File: config.mk
export PLATFORM = sky130hd
export DESIGN_NAME = tcw_channel
export DESIGN_NICKNAME = d
export VERILOG_FILES = /design/src/design/tcw_channel.v
export VERILOG_INCLUDE_DIRS = /design/src /design/src/design
export SDC_FILE = /design/constraint.sdc
export NUM_CORES = 1
export LEC_CHECK = 0
export ABC_CLOCK_PERIOD_IN_PS = 5000
export BUFFER_PORTS_ARGS = -buffer_cell sky130_fd_sc_hd__buf_2
export CAP_MARGIN = 10
export CORE_AREA = 2 2 176 178
export CTS_CLUSTER_DIAMETER = 50
export DETAILED_ROUTE_END_ITERATION = 8
export DIE_AREA = 0 0 178 180
export PLACE_DENSITY_LB_ADDON = 0.08
export SYNTH_ARGS = -nofsm -noshare
export SYNTH_HDL_FRONTEND = slang
export SYNTH_SLANG_ARGS = --single-unit
export TNS_END_PERCENT = 30
File: constraint.sdc
create_clock -name CORE_CLK -period 5 [get_ports CORE_CLK]
set_input_delay 0.25 -clock CORE_CLK [delete_from_list [all_inputs] [get_ports CORE_CLK]]
set_output_delay 0.25 -clock CORE_CLK [all_outputs]
set_load 0.005 [all_outputs]
File: src/design/tcw_defs.vh
/*
 * Constants of the waveform-mode timer channel: register offsets, field
 * positions, reset values and codes. Assumes an 8-bit AXI4-Lite byte address.
 */
`ifndef TCW_DEFS_VH
`define TCW_DEFS_VH

`define TCW_OFS_CMD     8'h00
`define TCW_OFS_MODE    8'h04
`define TCW_OFS_COUNT   8'h10
`define TCW_OFS_CMPA    8'h14
`define TCW_OFS_CMPB    8'h18
`define TCW_OFS_TOP     8'h1C
`define TCW_OFS_STAT    8'h20

`define TCW_F_CLKSEL    2:0
`define TCW_F_INV       3
`define TCW_F_GATE      5:4
`define TCW_F_STOP      6
`define TCW_F_HALT      7
`define TCW_F_EVEDGE    9:8
`define TCW_F_EVSRC     11:10
`define TCW_F_RESTART   12
`define TCW_F_UPDOWN    13
`define TCW_F_RETRIG    14
`define TCW_F_WAVE      15
`define TCW_F_A_MATCH   17:16
`define TCW_F_A_TOP     19:18
`define TCW_F_A_EVENT   21:20
`define TCW_F_A_SOFT    23:22
`define TCW_F_B_MATCH   25:24
`define TCW_F_B_TOP     27:26
`define TCW_F_B_EVENT   29:28
`define TCW_F_B_SOFT    31:30

`define TCW_CMD_EN      0
`define TCW_CMD_DIS     1
`define TCW_CMD_SOFT    2

`define TCW_RST_MODE    32'h00000000
`define TCW_RST_VAL     16'h0000
`define TCW_RST_FLAGS   8'h00
`define TCW_CNT_MAX     16'hFFFF

`define TCW_ACT_SET     2'h1
`define TCW_ACT_CLR     2'h2
`define TCW_ACT_TGL     2'h3

`define TCW_RESP_OKAY   2'h0
`define TCW_RESP_SLVERR 2'h2

`endif

File: src/design/tcw_channel.v
/*
 * One 16-bit timer channel in waveform mode with its registers behind an
 * AXI4-Lite slave. Assumes clock, external clock and line inputs arrive from
 * pins; the capture load pulses and captured value come from CORE_CLK logic.
 */
// The placing of the registers and register access over AXI4-Lite were decided locally.
`include "tcw_defs.vh"

module tcw_channel (
    // Clock, reset and enable
    input  wire        CORE_CLK,
    input  wire        RSTN,
    input  wire        CE,
    // AXI4-Lite write address
    input  wire [7:0]  AWADDR,
    input  wire        AWVALID,
    output wire        AWREADY,
    // AXI4-Lite write data
    input  wire [31:0] WDATA,
    input  wire [3:0]  WSTRB,
    input  wire        WVALID,
    output wire        WREADY,
    // AXI4-Lite write response
    output wire [1:0]  BRESP,
    output wire        BVALID,
    input  wire        BREADY,
    // AXI4-Lite read address
    input  wire [7:0]  ARADDR,
    input  wire        ARVALID,
    output wire        ARREADY,
    // AXI4-Lite read data
    output wire [31:0] RDATA,
    output wire [1:0]  RRESP,
    output wire        RVALID,
    input  wire        RREADY,
    // Clock sources from pins
    input  wire [4:0]  PRESCALED_CLK,
    input  wire [2:0]  EXT_CLOCK,
    // Capture loads
    input  wire        LOAD_A,
    input  wire        LOAD_B,
    input  wire [15:0] CAPTURE_VALUE,
    // Waveform lines
    input  wire        WAVE_LINE_A_I,
    output wire        WAVE_LINE_A_O,
    output wire        WAVE_LINE_A_OE,
    input  wire        WAVE_LINE_B_I,
    output wire        WAVE_LINE_B_O,
    output wire        WAVE_LINE_B_OE
);

    reg  [9:0]  sync1_reg;
    reg  [9:0]  sync2_reg;
    reg         gclk_prev_reg;
    reg         ev_prev_reg;
    reg  [31:0] mode_reg;
    reg  [15:0] count_reg;
    reg  [15:0] cmpa_reg;
    reg  [15:0] cmpb_reg;
    reg  [15:0] top_reg;
    reg         dir_reg;
    reg         clk_en_reg;
    reg         stop_reg;
    reg  [7:0]  flag_reg;
    reg         unread_a_reg;
    reg         unread_b_reg;
    reg         wave_a_reg;
    reg         wave_b_reg;
    reg         oe_a_reg;
    reg         oe_b_reg;
    reg         awready_reg;
    reg         wready_reg;
    reg         aw_full_reg;
    reg         w_full_reg;
    reg  [7:0]  aw_addr_reg;
    reg  [31:0] w_data_reg;
    reg  [3:0]  w_strb_reg;
    reg         bvalid_reg;
    reg  [1:0]  bresp_reg;
    reg         arready_reg;
    reg         rvalid_reg;
    reg  [31:0] rdata_reg;
    reg  [1:0]  rresp_reg;

    reg  [15:0] count_next;
    reg         dir_next;
    reg         clk_en_next;
    reg         stop_next;
    reg  [1:0]  code_a;
    reg  [1:0]  code_b;
    reg  [31:0] rd_data;
    reg         rd_ok;
    reg  [7:0]  flag_set;

    // Synchronised pins: [4:0] prescaled clocks, [7:5] ext clocks, [8] line A, [9] line B.
    wire [2:0]  ext_sync = sync2_reg[7:5];
    wire        pin_a = sync2_reg[8];
    wire        pin_b = sync2_reg[9];
    wire        wave_mode = mode_reg[`TCW_F_WAVE];
    wire [1:0]  gate_sel = mode_reg[`TCW_F_GATE];
    wire [1:0]  ev_src = mode_reg[`TCW_F_EVSRC];
    wire [1:0]  ev_edge = mode_reg[`TCW_F_EVEDGE];
    wire        b_drives = ev_src != 2'h0;

    wire        gate_ok = (gate_sel == 2'h0) | ext_sync[gate_sel - 2'h1];
    wire        sel_clk = sync2_reg[mode_reg[`TCW_F_CLKSEL]];
    wire        gclk = sel_clk & gate_ok;
    wire        clk_edge = mode_reg[`TCW_F_INV] ? (gclk_prev_reg & ~gclk) : (~gclk_prev_reg & gclk);
    wire        tick = clk_edge & clk_en_reg & ~stop_reg;

    wire        ev_level = b_drives ? ext_sync[ev_src - 2'h1] : pin_b;
    wire        ev_rise = ev_level & ~ev_prev_reg;
    wire        ev_fall = ~ev_level & ev_prev_reg;
    wire        ext_ev = wave_mode & ((ev_edge[0] & ev_rise) | (ev_edge[1] & ev_fall));
    wire        restart = ext_ev & mode_reg[`TCW_F_RESTART];

    // Write path: address and data may arrive in either order.
    wire        wr_go = aw_full_reg & w_full_reg & ~bvalid_reg;
    wire [31:0] wmask = {{8{w_strb_reg[3]}}, {8{w_strb_reg[2]}}, {8{w_strb_reg[1]}}, {8{w_strb_reg[0]}}};
    wire [31:0] wnew_mode = (mode_reg & ~wmask) | (w_data_reg & wmask);
    wire [15:0] wnew_a = (cmpa_reg & ~wmask[15:0]) | (w_data_reg[15:0] & wmask[15:0]);
    wire [15:0] wnew_b = (cmpb_reg & ~wmask[15:0]) | (w_data_reg[15:0] & wmask[15:0]);
    wire [15:0] wnew_top = (top_reg & ~wmask[15:0]) | (w_data_reg[15:0] & wmask[15:0]);
    wire        wr_cmd = wr_go & (aw_addr_reg == `TCW_OFS_CMD) & w_strb_reg[0];
    wire        cmd_en = wr_cmd & w_data_reg[`TCW_CMD_EN];
    wire        cmd_dis = wr_cmd & w_data_reg[`TCW_CMD_DIS];
    wire        soft_trig = wr_cmd & w_data_reg[`TCW_CMD_SOFT];
    wire        trig = soft_trig | restart;
    wire        wr_map = (aw_addr_reg == `TCW_OFS_CMD) | (aw_addr_reg == `TCW_OFS_MODE) |
                         (aw_addr_reg == `TCW_OFS_COUNT) | (aw_addr_reg == `TCW_OFS_CMPA) |
                         (aw_addr_reg == `TCW_OFS_CMPB) | (aw_addr_reg == `TCW_OFS_TOP) |
                         (aw_addr_reg == `TCW_OFS_STAT);

    wire        rd_go = ARVALID & arready_reg;
    wire        rd_stat = rd_go & (ARADDR == `TCW_OFS_STAT);
    wire        rd_cmpa = rd_go & (ARADDR == `TCW_OFS_CMPA);
    wire        rd_cmpb = rd_go & (ARADDR == `TCW_OFS_CMPB);

    // Events are judged on the value the count is about to take.
    wire        counted = tick & ~trig;
    wire        hit_a = counted & (count_next == cmpa_reg);
    wire        hit_b = counted & (count_next == cmpb_reg);
    wire        hit_top = counted & (count_next == top_reg);
    wire        ovf = counted & ~mode_reg[`TCW_F_UPDOWN] & (count_reg == `TCW_CNT_MAX) & (count_next == `TCW_RST_VAL);

    function wave_apply;
        input       cur;
        input [1:0] code;
        begin
            case (code)
                `TCW_ACT_SET: wave_apply = 1'b1;
                `TCW_ACT_CLR: wave_apply = 1'b0;
                `TCW_ACT_TGL: wave_apply = ~cur;
                default:      wave_apply = cur;
            endcase
        end
    endfunction

    // Count sequence per profile.
    always @* begin
        count_next = count_reg;
        dir_next = dir_reg;
        if (trig) begin
            count_next = `TCW_RST_VAL;
            dir_next = 1'b0;
        end else if (tick) begin
            if (mode_reg[`TCW_F_UPDOWN]) begin
                if (!dir_reg) begin
                    if (count_reg == (mode_reg[`TCW_F_RETRIG] ? top_reg : `TCW_CNT_MAX)) begin
                        dir_next = 1'b1;
                        count_next = count_reg - 16'h0001;
                    end else begin
                        count_next = count_reg + 16'h0001;
                    end
                end else begin
                    if (count_reg == `TCW_RST_VAL) begin
                        dir_next = 1'b0;
                        count_next = 16'h0001;
                    end else begin
                        count_next = count_reg - 16'h0001;
                    end
                end
            end else if (mode_reg[`TCW_F_RETRIG] && count_reg == top_reg) begin
                count_next = `TCW_RST_VAL;
            end else begin
                count_next = count_reg + 16'h0001;
            end
        end
    end

    // Clock enable and stop; a disable command outranks everything else.
    always @* begin
        clk_en_next = clk_en_reg;
        stop_next = stop_reg;
        if (trig) begin
            stop_next = 1'b0;
        end else if (hit_top && mode_reg[`TCW_F_STOP]) begin
            stop_next = 1'b1;
        end
        if (cmd_dis) begin
            clk_en_next = 1'b0;
        end else if (trig || cmd_en) begin
            clk_en_next = 1'b1;
        end else if (hit_top && mode_reg[`TCW_F_HALT]) begin
            clk_en_next = 1'b0;
        end
    end

    // Only the highest-priority event acts: soft trigger, then event, then top, then match.
    always @* begin
        code_a = 2'h0;
        code_b = 2'h0;
        if (hit_a && mode_reg[`TCW_F_A_MATCH] != 2'h0) code_a = mode_reg[`TCW_F_A_MATCH];
        if (hit_top && mode_reg[`TCW_F_A_TOP] != 2'h0) code_a = mode_reg[`TCW_F_A_TOP];
        if (ext_ev && mode_reg[`TCW_F_A_EVENT] != 2'h0) code_a = mode_reg[`TCW_F_A_EVENT];
        if (soft_trig && mode_reg[`TCW_F_A_SOFT] != 2'h0) code_a = mode_reg[`TCW_F_A_SOFT];
        if (hit_b && mode_reg[`TCW_F_B_MATCH] != 2'h0) code_b = mode_reg[`TCW_F_B_MATCH];
        if (hit_top && mode_reg[`TCW_F_B_TOP] != 2'h0) code_b = mode_reg[`TCW_F_B_TOP];
        if (ext_ev && mode_reg[`TCW_F_B_EVENT] != 2'h0) code_b = mode_reg[`TCW_F_B_EVENT];
        if (soft_trig && mode_reg[`TCW_F_B_SOFT] != 2'h0) code_b = mode_reg[`TCW_F_B_SOFT];
    end

    // Event flags, bit order: overflow, overrun, match A, match B, top, load A, load B, ext trigger.
    always @* begin
        flag_set = 8'h00;
        flag_set[0] = ovf;
        flag_set[1] = ~wave_mode & ((LOAD_A & unread_a_reg) | (LOAD_B & unread_b_reg));
        flag_set[2] = wave_mode & hit_a;
        flag_set[3] = wave_mode & hit_b & b_drives;
        flag_set[4] = hit_top;
        flag_set[5] = ~wave_mode & LOAD_A;
        flag_set[6] = ~wave_mode & LOAD_B;
        flag_set[7] = ext_ev;
    end

    // Read multiplexer.
    always @* begin
        rd_data = 32'h00000000;
        rd_ok = 1'b1;
        case (ARADDR)
            `TCW_OFS_CMD:   rd_data = 32'h00000000;
            `TCW_OFS_MODE:  rd_data = mode_reg;
            `TCW_OFS_COUNT: rd_data = {16'h0000, count_reg};
            `TCW_OFS_CMPA:  rd_data = {16'h0000, cmpa_reg};
            `TCW_OFS_CMPB:  rd_data = {16'h0000, cmpb_reg};
            `TCW_OFS_TOP:   rd_data = {16'h0000, top_reg};
            `TCW_OFS_STAT: begin
                rd_data[7:0] = flag_reg;
                rd_data[16] = clk_en_reg;
                rd_data[17] = wave_mode ? wave_a_reg : pin_a;
                rd_data[18] = (wave_mode && b_drives) ? wave_b_reg : pin_b;
            end
            default: rd_ok = 1'b0;
        endcase
    end

    always @(posedge CORE_CLK) begin
        if (!RSTN) begin
            sync1_reg <= 10'h000;
            sync2_reg <= 10'h000;
            gclk_prev_reg <= 1'b0;
            ev_prev_reg <= 1'b0;
            mode_reg <= `TCW_RST_MODE;
            count_reg <= `TCW_RST_VAL;
            cmpa_reg <= `TCW_RST_VAL;
            cmpb_reg <= `TCW_RST_VAL;
            top_reg <= `TCW_RST_VAL;
            dir_reg <= 1'b0;
            clk_en_reg <= 1'b0;
            stop_reg <= 1'b0;
            flag_reg <= `TCW_RST_FLAGS;
            unread_a_reg <= 1'b0;
            unread_b_reg <= 1'b0;
            wave_a_reg <= 1'b0;
            wave_b_reg <= 1'b0;
            oe_a_reg <= 1'b0;
            oe_b_reg <= 1'b0;
            awready_reg <= 1'b1;
            wready_reg <= 1'b1;
            aw_full_reg <= 1'b0;
            w_full_reg <= 1'b0;
            aw_addr_reg <= 8'h00;
            w_data_reg <= 32'h00000000;
            w_strb_reg <= 4'h0;
            bvalid_reg <= 1'b0;
            bresp_reg <= `TCW_RESP_OKAY;
            arready_reg <= 1'b1;
            rvalid_reg <= 1'b0;
            rdata_reg <= 32'h00000000;
            rresp_reg <= `TCW_RESP_OKAY;
        end else if (CE) begin
            sync1_reg <= {WAVE_LINE_B_I, WAVE_LINE_A_I, EXT_CLOCK, PRESCALED_CLK};
            sync2_reg <= sync1_reg;
            gclk_prev_reg <= gclk;
            ev_prev_reg <= ev_level;
            count_reg <= count_next;
            dir_reg <= dir_next;
            clk_en_reg <= clk_en_next;
            stop_reg <= stop_next;
            // Set wins over the read clear, so an event during the read is kept.
            flag_reg <= (flag_reg & ~{8{rd_stat}}) | flag_set;
            if (wave_mode) begin
                wave_a_reg <= wave_apply(wave_a_reg, code_a);
                if (b_drives) begin
                    wave_b_reg <= wave_apply(wave_b_reg, code_b);
                end
            end
            oe_a_reg <= wave_mode;
            oe_b_reg <= wave_mode & b_drives;
            unread_a_reg <= (~wave_mode & LOAD_A) | (unread_a_reg & ~rd_cmpa);
            unread_b_reg <= (~wave_mode & LOAD_B) | (unread_b_reg & ~rd_cmpb);
            if (AWVALID && awready_reg) begin
                aw_addr_reg <= AWADDR;
                aw_full_reg <= 1'b1;
                awready_reg <= 1'b0;
            end
            if (WVALID && wready_reg) begin
                w_data_reg <= WDATA;
                w_strb_reg <= WSTRB;
                w_full_reg <= 1'b1;
                wready_reg <= 1'b0;
            end
            if (wr_go) begin
                bvalid_reg <= 1'b1;
                bresp_reg <= wr_map ? `TCW_RESP_OKAY : `TCW_RESP_SLVERR;
                if (aw_addr_reg == `TCW_OFS_MODE) mode_reg <= wnew_mode;
                if (aw_addr_reg == `TCW_OFS_TOP) top_reg <= wnew_top;
            end
            if (bvalid_reg && BREADY) begin
                bvalid_reg <= 1'b0;
                aw_full_reg <= 1'b0;
                w_full_reg <= 1'b0;
                awready_reg <= 1'b1;
                wready_reg <= 1'b1;
            end
            // Capture loads and software writes to the compare registers share a path.
            if (!wave_mode && LOAD_A) begin
                cmpa_reg <= CAPTURE_VALUE;
            end else if (wr_go && wave_mode && aw_addr_reg == `TCW_OFS_CMPA) begin
                cmpa_reg <= wnew_a;
            end
            if (!wave_mode && LOAD_B) begin
                cmpb_reg <= CAPTURE_VALUE;
            end else if (wr_go && wave_mode && aw_addr_reg == `TCW_OFS_CMPB) begin
                cmpb_reg <= wnew_b;
            end
            if (rd_go) begin
                rdata_reg <= rd_data;
                rresp_reg <= rd_ok ? `TCW_RESP_OKAY : `TCW_RESP_SLVERR;
                rvalid_reg <= 1'b1;
                arready_reg <= 1'b0;
            end
            if (rvalid_reg && RREADY) begin
                rvalid_reg <= 1'b0;
                arready_reg <= 1'b1;
            end
        end
    end

    assign AWREADY = awready_reg;
    assign WREADY = wready_reg;
    assign BVALID = bvalid_reg;
    assign BRESP = bresp_reg;
    assign ARREADY = arready_reg;
    assign RVALID = rvalid_reg;
    assign RDATA = rdata_reg;
    assign RRESP = rresp_reg;
    assign WAVE_LINE_A_O = wave_a_reg;
    assign WAVE_LINE_A_OE = oe_a_reg;
    assign WAVE_LINE_B_O = wave_b_reg;
    assign WAVE_LINE_B_OE = oe_b_reg;

endmodule

==> run_results.csv <==
group,metric,value,unit
critical_path,crit_path_end_kind,"flip-flop",
global_route,use_met1,0.4246,
sta,worstMarginPinSlew,1.248,ns
cts,clk_pin_slew_worst_paths,0.06,ns
die,die_x,178,microns
logic_synthesis,ys_seq_area_frac,0.3512,
die,dieArea,0.03204,sq mm
cts,cts_made_buffers,31,
sta,tns,0,ns
cts,root_buffer,"clkbuf_16",
logic_synthesis,synth_top_family_by_area,"simple AND/OR/NAND/NOR gates",
sta,slew_viol_final,0,
final_layout,area_growth,24.30,%
logic_synthesis,synth-compound-area-share,0.2621,
die,initial_core_util,0.4154,
sta,max_freq,0.2036,GHz
cts,postCtsSetupRepairBufs,0,
pwr,p_leak,0.006235,uW
routing,ant_nets,0,
routing,vias,12971,
pwr,ir_drop,0.3270,mV
sta,relSlewSlack,0.1612,
logic_synthesis,ys.warnings.count,0,
die,die_h,180,microns
global_route,grt-ovfl-total,0,
sta,rsz0062_at_grt,"no",
cts,htree_levels,1,
logic_synthesis,synthSimpleGateAreaFrac,0.2670,
logic_synthesis,synth_edf_count,0,
final_layout,fin_nets,1874,
logic_synthesis,synth_cell_types,96,
critical_path,startpoint_type,"flip-flop",
die,pin_count,133,
final_layout,fillers,2939,
global_route,grt_first_pass_wirelength,80.31,mm
sta,finalHoldViolCount,0,
sta,min_period,4.911,ns
placement,gp_congestion,1.045,
critical_path,cpPeakStageDelay,1.01,ns
pwr,finalPower,4641,uW
logic_synthesis,post-synth-top-count-cell,"nand2_1",
routing,drc,0,
die,num_rows,64,
logic_synthesis,synth_flop_cell,"dfxtp_1",
critical_path,cp_cell_sequence,"inv_1 -> o21ai_0 -> o41a_1 -> a211oi_4 -> a31o_2 -> o31ai_1 -> o32ai_1 -> or3_1 -> nor4_1 -> nand4_1 -> buf_4 -> o211ai_1 -> a31oi_1 -> a21oi_1",
placement,placed_area,0.01385,sq mm
logic_synthesis,synth_top_area_frac,0.3512,
critical_path,slowest_stage,"o31ai_1",
global_route,grt_max_degree,90,
worst_hold_path,hold_path_class,"in2reg",
critical_path,critPathMaxFanout,9,
logic_synthesis,syn_area,0.01254,sq mm
critical_path,required,5.52,ns
global_route,first_global_vias,12547,
cts,cts.sinks,220,
cts,cts_tree,"built",
critical_path,path_buf_inv,2,
sta,setup_violations,0,
routing,vias_per_cell,5.885,
global_route,grt.total_usage,0.3326,
placement,dp_cells,2087,
routing,drt-total-wl,53.84,mm
logic_synthesis,synth_area_leader_cell,"dfxtp_1",
flow_run,maxCapViolCount,0,
cts,cts_max_path_buffers,3,
final_layout,fin_util,0.5163,
final_layout,fin_area,0.01559,sq mm
logic_synthesis,synth-xor-area-share,0.01537,
logic_synthesis,synth_cells,1592,
routing,wire_per_inst,24.43,microns
placement,io_buffers,130,
sta,final.period_utilization,0.9821,
sta,clock_skew,0.01188,ns
logic_synthesis,synthArstFlopShare,0,
global_route,antenna_found_initial,0,
placement,dp_hpwl,40.68,mm
global_route,busiest_layer,"met2",
global_route,use_met2,0.5617,
global_route,grt_use_met3,0.03680,
routing,dr.pass1.iters,5,
critical_path,crit_arrival,5.43,ns
logic_synthesis,synth_seq_cells,220,
logic_synthesis,synth.mux.area_fraction,0.05288,
run_status,outcome,"completed",
final_layout,fin_cells,2204,
critical_path,crit_family,"compound AO/OA/AOI/OAI gates",
logic_synthesis,synth_common_cells,"342 x nand2_1, 220 x dfxtp_1, 116 x a21boi_0",
cts,clk_latency,0.58,ns
critical_path,worst-setup-path-type,"reg2reg",
logic_synthesis,yosys-top-cells-area,"dfxtp_1 35%, nand2_1 10%, a21boi_0 6.9%, mux2i_1 3.7%, o211a_1 2.9%",
pwr,power.density,297.8,mW/mm^2
final_layout,drive_gt1_frac,0.1810,
die,coreArea,0.03019,sq mm
logic_synthesis,synth_fa_ha_area_frac,0.003991,
logic_synthesis,avgSynthCellArea,7.877,sq um
routing,drt_iter0_drc,1170,
tightest hold or removal path, cell delays in order:
cell	delay, ns
buf_2	0.09
nand2_1	0.05
o211ai_1	0.07
o211a_1	0.14
worst paths after layout:
kind | cells after the start | to | start | slack (ns)
setup reg to reg | 14 | WAVE_LINE_A_O$_SDFFE_PN0P_ | count_reg[6]$_SDFFE_PN0P_ | 0.09
setup / recovery | 14 | WAVE_LINE_A_O$_SDFFE_PN0P_ | count_reg[6]$_SDFFE_PN0P_ | 0.09
hold / removal | 4 | flip-flop | CAPTURE_VALUE[10] | 0.04
hold reg to reg | 2 | w_data_reg[23]$_SDFFE_PN0P_ | w_data_reg[23]$_SDFFE_PN0P_ | 0.46
power by group:
| part | switching [uW] | total [uW] | internal [uW] |
|---|---|---|---|
| Clock | 909 | 2420 | 1510 |
| Combinational | 182 | 344 | 162 |
| Sequential | 66.0 | 1870 | 1810 |
| Total | 1160 | 4640 | 3480 |
placed cells by master, fill, tap and decap left out, types with 6 or more instances in the layout:
cell type | synthesis | final
or3_1 | 8 | 8
or2_2 | 6 | 6
nor3_1 | 35 | 35
nand2b_1 | 11 | 11
a222oi_1 | 8 | 8
buf_4 | 5 | 84
mux2_2 | 16 | 16
inv_6 | 0 | 6
o31ai_1 | 8 | 8
nor4_1 | 12 | 12
clkbuf_16 | 0 | 31
a21oi_1 | 54 | 54
a22oi_1 | 6 | 6
nand4_1 | 13 | 13
o211a_1 | 36 | 36
and3_1 | 18 | 18
a221oi_1 | 10 | 10
o22ai_1 | 7 | 7
clkbuf_8 | 0 | 7
dfxtp_1 | 220 | 218
xnor2_1 | 18 | 18
nor2b_1 | 55 | 53
o21ai_0 | 70 | 70
a21boi_0 | 116 | 116
inv_1 | 30 | 30
or4_1 | 8 | 8
buf_2 | 10 | 129
and2_1 | 19 | 19
o211ai_1 | 42 | 42
nand3_1 | 60 | 60
dlygate4sd3_1 | 0 | 58
a32oi_1 | 7 | 7
mux2i_1 | 46 | 45
nand2_1 | 342 | 342
nand4b_1 | 6 | 6
nor2_1 | 72 | 71
stage by stage:
step | setup slack [ns] | hold WS [ns]
after floorplan | 0.9820 | 0.3949
after global placement | 0.1794 | 0.4511
after detailed placement | 0.2081 | 0.4580
after CTS | 0.1847 | 0.02445
after global routing | 0.009240 | 0.06132
final | 0.08944 | 0.04125
cells by family after synthesis:
group,Yosys count
adder cells (fa/ha/maj),4
other,1
buffers and inverters,147
flip-flops,220
AO/OA/AOI/OAI,439
XOR/XNOR,22
multiplexers,63
AND/OR/NAND/NOR,696
final cells by class:
class,count,area (sq um),area share
clock inverter,18,265.3,0.01702
sequential,220,4407,0.2827
tap,396,495.5,0.03179
multi-input combinational,1226,7560,0.4850
inverter,32,120.1,0.007706
antenna,1,2.502,0.0001606
timing repair buffer,271,1857,0.1191
clock buffer,40,879.6,0.05643
repair_timing:
item | in CTS | in global routing
endpoints found under the setup margin | 0 | 3
gates resized for setup | 0 | 4
hold buffers | 58 | 0
hold endpoints to repair | 58 | 0
per-layer routing:
layer / wire [microns] / up-vias
li1: - / 6124
met1: 22210 / 6225
met2: 25640 / 488
met3: 3083 / 134
met4: 2909 / 0
met5: 0 / -
(Power assumes the default switching activity.)
